===== src/rtl/t1m_pkg.sv =====
// t1m_pkg: shared constants of the receive violation and mimic monitor.
// assumes a 100 MHz system clock and a word-addressed Avalon-MM slave port.
package t1m_pkg;

  // ----------------------------------------------------------------
  // timing
  // ----------------------------------------------------------------
  localparam int unsigned CLK_KHZ = 100_000;
  localparam int unsigned HOLD_MS = 96;
  // rate limit of the main violation toggle, in clock cycles
  localparam int unsigned HOLD_CYCLES = HOLD_MS * CLK_KHZ;

  // ----------------------------------------------------------------
  // violation counts
  // ----------------------------------------------------------------
  localparam int unsigned VIOL_MAIN = 256;
  localparam int unsigned VIOL_MID = 128;
  localparam int unsigned VIOL_LOW = 64;

  // ----------------------------------------------------------------
  // 72-frame loop-carrier format
  // ----------------------------------------------------------------
  localparam int unsigned SLC_FRAMES = 72;
  localparam int unsigned SEC_LAST = 24;
  // secondary bits of even frames 2..24, frame 2 in bit 0
  localparam logic [11:0] SEC_PATTERN = 12'hE38;

  // ----------------------------------------------------------------
  // register word offsets
  // ----------------------------------------------------------------
  localparam logic [3:0] REG_CTRL = 4'h0;
  localparam logic [3:0] REG_STATUS = 4'h1;
  localparam logic [3:0] REG_VCOUNT = 4'h2;
  localparam logic [3:0] REG_FIELD = 4'h3;
  localparam logic [3:0] REG_IRQ_STAT = 4'h4;
  localparam logic [3:0] REG_IRQ_EN = 4'h5;
  localparam logic [3:0] REG_IRQ_CLR = 4'h6;

  // ----------------------------------------------------------------
  // field positions
  // ----------------------------------------------------------------
  localparam int unsigned CTRL_SLC = 0;
  localparam int unsigned CTRL_REFRAME = 1;
  localparam int unsigned ST_MIMIC = 0;
  localparam int unsigned ST_MAIN = 1;
  localparam int unsigned ST_MID = 2;
  localparam int unsigned ST_LOW = 3;
  localparam int unsigned ST_SEARCH = 4;
  localparam int unsigned ST_PEND = 5;
  localparam int unsigned ST_FRAME_LSB = 8;
  localparam int unsigned EV_MIMIC = 0;
  localparam int unsigned EV_MAIN = 1;
  localparam int unsigned EV_MID = 2;
  localparam int unsigned EV_LOW = 3;
  localparam int unsigned EV_RESYNC = 4;
  localparam int unsigned EV_W = 5;
  // serial master status word bit positions (word 1 leads)
  localparam int unsigned W1_MIMIC = 6;
  localparam int unsigned W1_MAIN = 2;
  localparam int unsigned W1_SEARCH = 0;
  localparam int unsigned W2_MID = 4;
  localparam int unsigned W2_LOW = 3;

  // ----------------------------------------------------------------
  // reset values
  // ----------------------------------------------------------------
  localparam logic [EV_W-1:0] IRQ_EN_RST = 5'h00;
  localparam logic [23:0] FIELD_RST = 24'h000000;

endpackage : t1m_pkg


===== src/rtl/t1m_rx_monitor.sv =====
// t1m_rx_monitor: receive-side mimic flag, line violation toggles,
// 72-frame alignment bit source and serial status stream.
// assumes framer pins arrive unsynchronised and software uses Avalon-MM.
//
// Notes on behaviour
// - mimic set on second alignment candidate
// - new resynchronization clears mimic flag
// - main toggle flips every 256 violations
// - main toggle at most once per 96ms
// - violations while a toggle is held off are discarded
// - slow 256th violation toggles at once
// - mid and low toggles at 128, 64
// - mid and low toggles ignore rate limit
// - 72-frame pattern: alternating, 000111000111, fields
// - status words sent serially every frame
//
// The register addresses and the Avalon-MM interface to the registers were chosen for this implementation.
`timescale 1ns/10ps
module t1m_rx_monitor #(
  parameter int unsigned HOLD_CYCLES = t1m_pkg::HOLD_CYCLES
) (
  // clock and reset
  input wire logic clk_i,
  input wire logic rst_i,
  // avalon-mm slave
  input wire logic [3:0] avs_address_i,
  input wire logic avs_read_i,
  input wire logic avs_write_i,
  input wire logic [31:0] avs_writedata_i,
  output logic [31:0] avs_readdata_o,
  output logic avs_waitrequest_o,
  // framer and line pins
  input wire logic line_violation_i,
  input wire logic align_cand_i,
  input wire logic resync_i,
  input wire logic sync_lock_i,
  input wire logic frame_start_i,
  // outputs
  output logic irq_o,
  output logic control_status_out_stream_o,
  output logic status_mark_o,
  output logic ext_frame_bit_o,
  output logic reframe_req_o
);

  localparam int unsigned HW = $clog2(HOLD_CYCLES + 1);
  localparam int unsigned NPIN = 5;

  typedef struct packed {
    logic [NPIN-1:0] pin_prev;
    logic searching;
    logic [1:0] cand_cnt;
    logic mimic;
    logic [7:0] viol_cnt;
    logic pend;
    logic [HW-1:0] hold_cnt;
    logic hold_done;
    logic [6:0] free_cnt;
    logic tog_main;
    logic tog_mid;
    logic tog_low;
    logic slc_mode;
    logic [6:0] frame_idx;
    logic frame_bit;
    logic [23:0] field_bits;
    logic reframe;
    logic [t1m_pkg::EV_W-1:0] irq_stat;
    logic [t1m_pkg::EV_W-1:0] irq_en;
    logic irq;
    logic waitreq;
    logic [31:0] rdata;
  } t1m_state_t;

  t1m_state_t q;
  t1m_state_t d;

  logic [NPIN-1:0] pins_s;
  logic [NPIN-1:0] pin_rise;
  logic viol_ev;
  logic cand_ev;
  logic resync_ev;
  logic lock_ev;
  logic frame_ev;
  logic [t1m_pkg::EV_W-1:0] ev;
  logic [15:0] status_words;

  // ----------------------------------------------------------------
  // pin synchronisers
  // ----------------------------------------------------------------
  t1m_sync2 #(
    .W(NPIN)
  ) u_sync (
    .clk_i(clk_i),
    .rst_i(rst_i),
    .async_i({frame_start_i, sync_lock_i, resync_i, align_cand_i, line_violation_i}),
    .sync_o(pins_s)
  );

  // pins are levels; a rising edge is one event
  // pulses shorter than two clocks may slip past the synchroniser
  assign pin_rise = pins_s & ~q.pin_prev;
  assign viol_ev = pin_rise[0];
  assign cand_ev = pin_rise[1];
  assign resync_ev = pin_rise[2];
  assign lock_ev = pin_rise[3];
  assign frame_ev = pin_rise[4];

  // ----------------------------------------------------------------
  // 72-frame alignment bit
  // ----------------------------------------------------------------
  function automatic logic slc_bit(input logic [6:0] n, input logic [23:0] f);
    logic [5:0] k;
    logic [5:0] m;
    logic b;
    k = n[6:1] - 6'h01;
    m = n[6:1] - 6'h0D;
    if (n[0]) begin
      // odd frames: 1,0,1,0 from frame 1
      b = ~n[1];
    end else if (n <= 7'(t1m_pkg::SEC_LAST)) begin
      b = t1m_pkg::SEC_PATTERN[k[3:0]];
    end else begin
      // even frames 26..72 carry host field bits, frame 26 in bit 0
      b = f[m[4:0]];
    end
    return b;
  endfunction : slc_bit

  // ----------------------------------------------------------------
  // serial status words
  // ----------------------------------------------------------------
  always_comb begin
    status_words = 16'h0000;
    status_words[8 + t1m_pkg::W1_MIMIC] = q.mimic;
    status_words[8 + t1m_pkg::W1_MAIN] = q.tog_main;
    status_words[8 + t1m_pkg::W1_SEARCH] = q.searching;
    status_words[t1m_pkg::W2_MID] = q.tog_mid;
    status_words[t1m_pkg::W2_LOW] = q.tog_low;
  end

  t1m_status_shift #(
    .W(16)
  ) u_status (
    .clk_i(clk_i),
    .rst_i(rst_i),
    .load_i(frame_ev),
    .word_i(status_words),
    .serial_o(control_status_out_stream_o),
    .mark_o(status_mark_o)
  );

  // ----------------------------------------------------------------
  // next state
  // ----------------------------------------------------------------
  always_comb begin
    d = q;
    ev = '0;
    d.pin_prev = pins_s;
    d.reframe = 1'b0;

    if (resync_ev) begin
      d.searching = 1'b1;
      d.cand_cnt = 2'h0;
      d.mimic = 1'b0;
      // park at the last frame so the next frame start is frame 1
      d.frame_idx = 7'(t1m_pkg::SLC_FRAMES);
      ev[t1m_pkg::EV_RESYNC] = 1'b1;
    end

    if (cand_ev && d.searching) begin
      if (d.cand_cnt != 2'h0 && !d.mimic) begin
        d.mimic = 1'b1;
        ev[t1m_pkg::EV_MIMIC] = 1'b1;
      end
      if (d.cand_cnt != 2'h3) begin
        d.cand_cnt = d.cand_cnt + 2'h1;
      end
    end
    if (lock_ev) begin
      d.searching = 1'b0;
    end

    // hold-off timer since last toggle
    // timer starts at reset, so even the first toggle waits for it
    if (!q.hold_done) begin
      if (q.hold_cnt == HW'(HOLD_CYCLES - 1)) begin
        d.hold_done = 1'b1;
      end else begin
        d.hold_cnt = q.hold_cnt + HW'(1);
      end
    end

    // held toggle released at end of hold-off
    if (q.pend && q.hold_done) begin
      d.pend = 1'b0;
      d.viol_cnt = 8'h00;
      d.tog_main = ~q.tog_main;
      d.hold_cnt = '0;
      d.hold_done = 1'b0;
      ev[t1m_pkg::EV_MAIN] = 1'b1;
    end

    if (viol_ev) begin
      d.free_cnt = q.free_cnt + 7'h01;
      if (q.free_cnt[5:0] == 6'(t1m_pkg::VIOL_LOW - 1)) begin
        d.tog_low = ~q.tog_low;
        ev[t1m_pkg::EV_LOW] = 1'b1;
      end
      if (q.free_cnt == 7'(t1m_pkg::VIOL_MID - 1)) begin
        d.tog_mid = ~q.tog_mid;
        ev[t1m_pkg::EV_MID] = 1'b1;
      end
      // dropped while a toggle is held off
      if (!d.pend) begin
        if (d.viol_cnt == 8'(t1m_pkg::VIOL_MAIN - 1)) begin
          if (q.hold_done) begin
            d.tog_main = ~q.tog_main;
            d.viol_cnt = 8'h00;
            d.hold_cnt = '0;
            d.hold_done = 1'b0;
            ev[t1m_pkg::EV_MAIN] = 1'b1;
          end else begin
            d.pend = 1'b1;
          end
        end else begin
          d.viol_cnt = d.viol_cnt + 8'h01;
        end
      end
    end

    if (frame_ev) begin
      if (d.frame_idx >= 7'(t1m_pkg::SLC_FRAMES)) begin
        d.frame_idx = 7'h01;
      end else begin
        d.frame_idx = d.frame_idx + 7'h01;
      end
      d.frame_bit = q.slc_mode & slc_bit(d.frame_idx, q.field_bits);
    end

    // ----------------------------------------------------------------
    // bus slave
    // ----------------------------------------------------------------
    // one wait state: answer prepared, then waitrequest drops for one cycle
    if ((avs_read_i || avs_write_i) && q.waitreq) begin
      d.waitreq = 1'b0;
      d.rdata = 32'h00000000;
      if (avs_read_i) begin
        unique case (avs_address_i)
          t1m_pkg::REG_CTRL: begin
            d.rdata[t1m_pkg::CTRL_SLC] = q.slc_mode;
          end
          t1m_pkg::REG_STATUS: begin
            d.rdata[t1m_pkg::ST_MIMIC] = q.mimic;
            d.rdata[t1m_pkg::ST_MAIN] = q.tog_main;
            d.rdata[t1m_pkg::ST_MID] = q.tog_mid;
            d.rdata[t1m_pkg::ST_LOW] = q.tog_low;
            d.rdata[t1m_pkg::ST_SEARCH] = q.searching;
            d.rdata[t1m_pkg::ST_PEND] = q.pend;
            d.rdata[t1m_pkg::ST_FRAME_LSB +: 7] = q.frame_idx;
          end
          t1m_pkg::REG_VCOUNT: begin
            d.rdata[7:0] = q.viol_cnt;
          end
          t1m_pkg::REG_FIELD: begin
            d.rdata[23:0] = q.field_bits;
          end
          t1m_pkg::REG_IRQ_STAT: begin
            d.rdata[t1m_pkg::EV_W-1:0] = q.irq_stat;
          end
          t1m_pkg::REG_IRQ_EN: begin
            d.rdata[t1m_pkg::EV_W-1:0] = q.irq_en;
          end
          default: begin
            d.rdata = 32'h00000000;
          end
        endcase
      end
    end else begin
      d.waitreq = 1'b1;
    end

    // interrupt status: a new event beats a clear in the same cycle
    d.irq_stat = q.irq_stat;
    if (avs_write_i && !q.waitreq) begin
      unique case (avs_address_i)
        t1m_pkg::REG_CTRL: begin
          d.slc_mode = avs_writedata_i[t1m_pkg::CTRL_SLC];
          d.reframe = avs_writedata_i[t1m_pkg::CTRL_REFRAME];
        end
        t1m_pkg::REG_FIELD: begin
          d.field_bits = avs_writedata_i[23:0];
        end
        t1m_pkg::REG_IRQ_EN: begin
          d.irq_en = avs_writedata_i[t1m_pkg::EV_W-1:0];
        end
        t1m_pkg::REG_IRQ_CLR: begin
          d.irq_stat = q.irq_stat & ~avs_writedata_i[t1m_pkg::EV_W-1:0];
        end
        default: begin
          d.irq_stat = q.irq_stat;
        end
      endcase
    end
    d.irq_stat = d.irq_stat | ev;
    d.irq = |(d.irq_stat & d.irq_en);
  end

  // ----------------------------------------------------------------
  // state register
  // ----------------------------------------------------------------
  always_ff @(posedge clk_i) begin
    if (rst_i) begin
      // counters, timer, mimic, toggles to zero
      q <= '0;
      q.waitreq <= 1'b1;
      q.frame_idx <= 7'(t1m_pkg::SLC_FRAMES);
      q.irq_en <= t1m_pkg::IRQ_EN_RST;
      q.field_bits <= t1m_pkg::FIELD_RST;
    end else begin
      q <= d;
    end
  end

  // ----------------------------------------------------------------
  // outputs
  // ----------------------------------------------------------------
  assign avs_readdata_o = q.rdata;
  assign avs_waitrequest_o = q.waitreq;
  assign irq_o = q.irq;
  assign ext_frame_bit_o = q.frame_bit;
  assign reframe_req_o = q.reframe;

endmodule : t1m_rx_monitor


===== src/rtl/t1m_sync2.sv =====
// t1m_sync2: two flip-flop synchroniser for a group of pin levels.
// assumes each bit is an independent level; no bus coherence.
`timescale 1ns/10ps
module t1m_sync2 #(
  parameter int unsigned W = 1
) (
  // clock and reset
  input wire logic clk_i,
  input wire logic rst_i,
  // levels
  input wire logic [W-1:0] async_i,
  output logic [W-1:0] sync_o
);

  typedef struct packed {
    logic [W-1:0] s1;
    logic [W-1:0] s2;
  } t1m_sync_t;

  t1m_sync_t q;
  t1m_sync_t d;

  always_comb begin
    d = q;
    d.s1 = async_i;
    d.s2 = q.s1;
  end

  always_ff @(posedge clk_i) begin
    if (rst_i) begin
      q <= '0;
    end else begin
      q <= d;
    end
  end

  assign sync_o = q.s2;

endmodule : t1m_sync2


===== src/rtl/t1m_status_shift.sv =====
// t1m_status_shift: serialises the master status words, msb first.
// assumes load comes once per frame, at least W cycles apart.
`timescale 1ns/10ps
module t1m_status_shift #(
  parameter int unsigned W = 16
) (
  // clock and reset
  input wire logic clk_i,
  input wire logic rst_i,
  // parallel side
  input wire logic load_i,
  input wire logic [W-1:0] word_i,
  // serial side
  output logic serial_o,
  output logic mark_o
);

  typedef struct packed {
    logic [W-1:0] sh;
    logic ser;
    logic mark;
  } t1m_shift_t;

  t1m_shift_t q;
  t1m_shift_t d;

  always_comb begin
    d = q;
    d.mark = 1'b0;
    if (load_i) begin
      d.ser = word_i[W-1];
      d.sh = {word_i[W-2:0], 1'b0};
      d.mark = 1'b1;
    end else begin
      d.ser = q.sh[W-1];
      d.sh = {q.sh[W-2:0], 1'b0};
    end
  end

  always_ff @(posedge clk_i) begin
    if (rst_i) begin
      q <= '0;
    end else begin
      q <= d;
    end
  end

  assign serial_o = q.ser;
  assign mark_o = q.mark;

endmodule : t1m_status_shift


===== config.mk =====
export PLATFORM = sky130hd
export DESIGN_NAME = t1m_rx_monitor
export DESIGN_NICKNAME = d
export VERILOG_FILES = /design/src/rtl/t1m_pkg.sv /design/src/rtl/t1m_rx_monitor.sv /design/src/rtl/t1m_sync2.sv /design/src/rtl/t1m_status_shift.sv
export SDC_FILE = /design/constraint.sdc
export NUM_CORES = 1
export LEC_CHECK = 0
export ABC_AREA = 1
export BUFFER_PORTS_ARGS = -buffer_cell sky130_fd_sc_hd__buf_2
export CAP_MARGIN = 25
export CORE_MARGIN = 4
export CORE_UTILIZATION = 58
export DETAILED_ROUTE_END_ITERATION = 8
export PLACE_DENSITY = 0.77
export SLEW_MARGIN = 20
export SYNTH_ARGS = -nofsm -noshare
export SYNTH_HDL_FRONTEND = slang
export SYNTH_SLANG_ARGS = --single-unit

===== constraint.sdc =====
create_clock -name clk_i -period 4.05 [get_ports clk_i]
set_clock_uncertainty 0.2 [all_clocks]
set_input_delay 0.81 -clock clk_i [delete_from_list [all_inputs] [get_ports clk_i]]
set_output_delay 0.81 -clock clk_i [all_outputs]
set_load 0.01 [all_outputs]

==> summary.md, run 1 <==
| Metric | Value |
|---|---|
| Area of placed instances | `roughly 7400 µm²` |
| GR Overflow Total | `0` |
| Vias per Instance | `between 5 and 6` |
| Worst slew margin | `a little under half` |
| CTS Buf Count | `17` |
| Antenna violations before repair | `0` |
| Commonest non-fill, non-tap cell in the layout | `nand2_1` |
| Reg-to-reg startpoint | `q[128]` |
| Antenna Cells | `0` |
| Initial core utilization | `between 50% and 60%` |
| FILL cells | `around 1100` |
| Vias in the first global route | `just under 6000` |
| Final Cell Area | `approximately 8000 µm²` |
| Starting DRT DRC Count | `around 690` |
| PortBufs | `66` |
| Slew @ Worst Pin | `0.783 ns` |
| Worst vdd ir | `around 0.41 mV` |
| Final hold vios | `0` |
| # IOs | `between 80 and 90` |
| Most frequent cells in the layout | `193 x nand2_1, 147 x dfxtp_1, 129 x nor2_1, 121 x inv_1, 72 x nand3_1` |
| Hold path depth | `2` |
| Final setup fails | `0` |
| Slew Limit Fails | `0` |
| Startpoint Class | `flop` |
| Pwr Density | `about 410 nW/µm²` |
| Seq/Total Area, Yosys | `between 40 and 50%` |
| Number of flops mapped to enable cells by yosys | `0` |
| Post-cts gate resize count | `0` |
| Share of layout cells above drive strength 1 | `between 10% and 20%` |
| Total Routing Usage GR | `~25%` |
| Via Count | `between 6000 and 7000` |
| Clock insertion delay at the later pin of the skew report | `approximately 0.43 ns` |
| DPL Wire Length | `between 10 and 15 mm` |
| Fmax | `308 MHz` |
| Asr flop ratio synth | `0%` |
| Status | `complete, no violations` |
| Crit path DAT | `~3.4 ns` |
| Post-CTS Setup Bufs | `0` |
| CTS tree | `done` |
| Chip height | `119 µm` |
| Ys Warns | `0` |
| First-pass GRT wire length | `between 20 and 30 mm` |
| Clock root cell | `clkbuf_16` |
| Hold_buf cts | `0` |
| FF+latch count, synth | `~150` |
| Critical path class | `flop to flop` |
| CORE AREA | `roughly 12000 µm²` |
| Post-route ant nets | `0` |
| Critical Path Sink Type | `flop` |
| Maxcap violations | `0` |
| Mapped Area | `between 7000 and 8000 µm²` |
| Num rows | `40` |
| Fin crit period | `3.25 ns` |
| Register-to-Register Path Depth | `17` |
| RSZ-0062 raised after global routing | `no` |
| Average size of a mapped cell | `7.18 µm²` |
| DRC violations left | `0` |
| Clock sinks | `around 150` |
| Post-Synthesis Cells | `~1000` |
| Hold_sp | `u_sync.d[1]` |
| Post-Route WL | `roughly 18 mm` |
| Worst-path clk slew | `around 0.060 ns` |
| Top FF cell, synth | `dfxtp_1` |
| R2R Setup Slk | `around 0.8 ns` |
| Number of H-tree levels | `4` |
| Final nets | `about 1100` |
| Largest net degree at the start of global routing | `37` |
| DRT Pass-1 Iters | `7` |
| Die area | `about 14000 µm²` |
| Tightest Hold Check Type | `flop to flop` |
| Design Power | `~3300 µW` |
| Longest Clk Path Bufs | `2` |
| Tcrit/Tclk final | `about four fifths` |
| GP Congestion | `0.911` |
| Total Neg Setup Slack | `0 ns` |
| CP Max Fanout | `19` |
| Lkg Pwr | `about 0.0033 µW` |
| P&R area growth vs syn | `12.0%` |
| Worst hold endpoint | `u_sync.sync_o[1]` |
| Distinct cells, synth | `slightly above 50` |
| Avg WL per Cell | `roughly 14 µm` |
| WP data required | `4.17 ns` |
| Reg2reg end | `ext_frame_bit_o` |
| Chip width | `approximately 120 µm` |
[cells in the mapped netlist, drive strengths merged, types with 2 or more instances]
master | number | area, µm²
a211oi | 15 | 113
a21oi | 59 | 295
a22o | 2 | 17.5
a22oi | 3 | 22.5
a31oi | 3 | 18.8
buf | 40 | 299
clkbuf | 20 | 75.1
clkinv | 4 | 16.3
dfxtp | 147 | 2940
ha | 7 | 87.6
inv | 129 | 484
nand2 | 206 | 826
nand3 | 78 | 428
nand3b | 3 | 22.5
nand4 | 12 | 90.1
nor2 | 141 | 598
nor3 | 18 | 95.1
nor3b | 3 | 22.5
nor4 | 9 | 56.3
o211ai | 9 | 67.6
o21ai | 42 | 210
o22ai | 9 | 56.3
o311ai | 3 | 26.3
o31ai | 3 | 22.5
xnor2 | 8 | 70.1
xor2 | 16 | 140
[worst max-delay path, cell delays in order (launching register included)]
cell and delay [ns]:
dfxtp_1 0.34, inv_2 0.08, nand2_4 0.15, nand2_4 0.15, inv_1 0.06, ha_1 0.52
nand2_4 0.22, ha_1 0.45, inv_1 0.25, nand3_1 0.11, nand3_1 0.09, nand2_1 0.06
a21oi_1 0.14, nand2_1 0.06, nand2_1 0.06, nand2_1 0.05, nand2_1 0.08, nand2_1 0.05
[cells by family (layout without fill, tap and decap cells)]
logic type,after synthesis,in the layout,synth area share [%]
buffers and inverters,193,239,12.2
and+or+nand+nor,473,473,30.1
adders and majority gates,7,7,1.22
DFF,147,147,41.1
xor gates and xnor gates,24,24,2.93
AOI/OAI and AO/OA,153,153,12.4
other,1,8,0.0523
[area by class of cell]
type / count / area, µm² / area share [%]
multi-input cells: 665 / 3380 / 42.1
clock buffers: 20 / 457 / 5.69
repair buffers: 74 / 390 / 4.86
flip-flops and latches: 147 / 2940 / 36.7
well taps: 168 / 210 / 2.62
inverters: 133 / 500 / 6.24
clock inverters: 12 / 145 / 1.81
[through the flow]
| step | cells | worst slack (ns) | util, % | hold WS, ns |
|---|---|---|---|---|
| 6_report | 1219 | 0.799 | 66.5 | 0.201 |
| 5_1_grt | 1219 | 0.572 | 66.5 | 0.220 |
| 4_1_cts | 1219 | 0.849 | 66.5 | 0.204 |
| 3_5_place_dp | 1187 | 0.897 | 61.6 | 0.197 |
| 3_3_place_gp | 1187 | 0.908 | 61.6 | 0.191 |
| 2_1_floorplan | 1005 | 1.12 | - | 0.188 |
[registers in the layout, indices dropped and copies added, names as in the netlist]
register and cells:
reframe_req_o 1, u_sync.sync_o 5, ext_frame_bit_o 1, u_status.serial_o 1, irq_o 1, u_status.q 12, u_sync.d 5, u_status.mark_o 1
q 95, avs_waitrequest_o 1, avs_readdata_o 24
[worst max path at each step]
stage / endpoint / depth (start not counted) / startpoint
finish: ext_frame_bit_o / 17 / q[128]
global route: ext_frame_bit_o / 17 / q[128]
CTS: ext_frame_bit_o / 17 / q[128]
detailed placement: ext_frame_bit_o / 16 / u_sync.sync_o[2]
global placement: ext_frame_bit_o / 16 / u_sync.sync_o[2]
floorplan: ext_frame_bit_o / 20 / q[128]
[power by group]
part / switching, µW / internal [µW]
sequential: 13.3 / 1460
combinational: 126 / 52.0
clock: 646 / 953
[layer usage]
metal | global-route usage [%] | part of all wire (%) | vias up
met3 | 5.79 | 6.1 | 39
met1 | 33.9 | 46 | 2975
met5 | 0 | 0 | -
met4 | 9.05 | 2.3 | 0
met2 | 39.9 | 46 | 215
li1 | - | - | 3277
Power figures use the tool's default switching activity.
==> run 2: changes to the inputs <==
==> constraint.sdc (replaced) <==
create_clock -name clk_i -period 3.3 [get_ports clk_i]
set_clock_uncertainty 0.2 [all_clocks]
set_input_delay 0.66 -clock clk_i [delete_from_list [all_inputs] [get_ports clk_i]]
set_output_delay 0.66 -clock clk_i [all_outputs]
set_load 0.01 [all_outputs]
==> summary.md, run 2 (synthesis gave the netlist of run 1 again) <==
| Metric | Value |
|---|---|
| Vias in the first global route | `~6000` |
| DPL Wire Length | `between 10 and 15 mm` |
| Delay-heaviest family, CP | `simple AND/OR/NAND/NOR gates` |
| Num rows | `40` |
| Worst path depth | `18` |
| PortBufs | `66` |
| Total Routing Usage GR | `25.3%` |
| Final nets | `about 1100` |
| Design Power | `around 3900 µW` |
| Register-to-Register Path Depth | `18` |
| CP Max Fanout | `18` |
| Int Power | `between 2000 and 3000 µW` |
| Most frequent cells in the layout | `193 x nand2_1, 147 x dfxtp_1, 129 x nor2_1, 120 x inv_1, 72 x nand3_1` |
| Chip height | `119 µm` |
| DRC violations left | `0` |
| CP max-delay cell | `ha_1` |
| Tightest Hold Check Type | `flop to flop` |
| CORE AREA | `approximately 12000 µm²` |
| Layout Utilization | `66.4%` |
| Critical path buffer and inverter count | `3` |
| FILL cells | `about 1100` |
| Avg WL per Cell | `roughly 14 µm` |
| Hold slack | `slightly above 0.2 ns` |
| Sequential power share | `a little under half` |
| Reg-to-reg startpoint | `u_sync.sync_o[2]` |
| Clock insertion delay at the later pin of the skew report | `0.43 ns` |
| Maxcap violations | `0` |
| Crit path DAT | `roughly 3.2 ns` |
| WP data required | `about 3.5 ns` |
| Comb pwr share | `between 5 and 6%` |
| Commonest non-fill, non-tap cell in the layout | `nand2_1` |
| Status | `complete, no violations` |
| Slew Limit Fails | `0` |
| Worst vdd ir | `0.406 mV` |
| Hold path depth | `2` |
| Setup Slack @ Placement | `0.329 ns` |
| Critical Path Sink Type | `flop` |
| Largest net degree at the start of global routing | `69` |
| Via Count | `between 6000 and 7000` |
| CP Launch Point | `u_sync.sync_o[2]` |
| Max FFs per register | `95` |
| Longest Clk Path Bufs | `2` |
| Critical path class | `flop to flop` |
| Final WS setup | `between 0.3 and 0.4 ns` |
| Hold_sp | `u_sync.d[2]` |
| P&R area growth vs syn | `11.7%` |
| Worst hold endpoint | `u_sync.sync_o[2]` |
| Hold_buf cts | `0` |
| Worst-path clk slew | `roughly 0.06 ns` |
| Fmax | `334 MHz` |
| Critical path's largest stage delay | `approximately 0.51 ns` |
| Fin crit period | `about 3 ns` |
| Die area | `14200 µm²` |
| Tcrit/Tclk final | `approximately nine tenths` |
| Switching part of the total | `about a quarter` |
| Lkg Pwr | `~0.0033 µW` |
| Chip width | `~120 µm` |
| Total Neg Setup Slack | `0 ns` |
| CTS Buf Count | `17` |
| Crit path top cell by count | `nand2_1` |
| Clock power share | `between 40% and 50%` |
| Final setup fails | `0` |
| Post-CTS Setup Bufs | `0` |
| # IOs | `a little over 80` |
| Reg2reg end | `ext_frame_bit_o` |
| R2R Setup Slk | `0.31 ns` |
| Share of layout cells above drive strength 1 | `around 14%` |
| Starting DRT DRC Count | `~630` |
| Pwr Density | `slightly below 500 nW/µm²` |
| NetSw | `roughly 930 µW` |
| Post-route ant nets | `0` |
| Number of H-tree levels | `4` |
| Vias per Instance | `roughly 5.4` |
| Clock sinks | `between 100 and 150` |
| Startpoint Class | `flop` |
| Initial core utilization | `59.4%` |
| GP Congestion | `between 0.9 and 1` |
| Clock root cell | `clkbuf_16` |
| GR Overflow Total | `0` |
| Post-Route WL | `17.7 mm` |
| DRT Pass-1 Iters | `5` |
| Worst slew margin | `53.1%` |
| Antenna violations before repair | `2` |
| First-pass GRT wire length | `between 20 and 30 mm` |
| Slew @ Worst Pin | `0.704 ns` |
| CP cell instances | `nand2_4, nand2_4, inv_1, ha_1, nand2_4, buf_4, ha_1, inv_1, nand2_1, nand2_1, nand3_1, nand3_1, nand3_1, nand2_1, nand2_1, nand2_1, nand2_1, nand2_1` |
| Final hold vios | `0` |
| RSZ-0062 raised after global routing | `no` |
| CTS tree | `done` |
| Most flops, register | `q` |
run 2: power by group through the flow:
stage                     logic, µW  clock network [µW]  registers (µW)
after detailed placement        216                   0            1850
after CTS                       217                1840            1810
final                           220                1830            1810
after global placement          215                   0            1850
after global routing            245                1910            1810
after floorplan                 153                   0            1850
run 2: metal layers:
layer  GRT usage, %  wire length (µm)  up-vias
met5              0                13        -
met4           10.8               462        2
met3           5.75              1140       43
met2           40.4              8290      237
met1           32.9              7810     2996
li1               -                 -     3289
run 2: per-stage QoR:
stage	instances	instance area (µm²)
2_1_floorplan	1005	7190
3_3_place_gp	1190	7450
3_5_place_dp	1190	7450
4_1_cts	1222	8000
5_1_grt	1223	8010
6_report	1223	8010
run 2: final cells by class:
| cell class | count | area [µm²] | area share (%) |
|---|---|---|---|
| Multi-Input combinational cell | 665 | 3380 | 42.2 |
| Clock inverter | 10 | 103 | 1.28 |
| Tap cell | 168 | 210 | 2.63 |
| Antenna cell | 1 | 2.50 | 0.0313 |
| Clock buffer | 22 | 454 | 5.67 |
| Sequential cell | 147 | 2940 | 36.8 |
| Inverter | 133 | 500 | 6.25 |
| Timing Repair Buffer | 77 | 413 | 5.16 |
run 2: repair_timing:
item,in CTS,in global routing
setup endpoints to repair,0,1
hold endpoints to repair,0,0
gates resized for setup,0,1
run 2: worst max-delay path by stage:
stage	endpoint	slack (ns)
floorplan	ext_frame_bit_o	0.37
global placement	ext_frame_bit_o	0.38
detailed placement	ext_frame_bit_o	0.33
CTS	ext_frame_bit_o	0.29
global route	ext_frame_bit_o	0.06
finish	ext_frame_bit_o	0.31
run 2: worst min-delay path, cell delays in order (launching register included):
cell and delay, ns:
dfxtp_1 0.30, inv_1 0.04, nor2_1 0.03
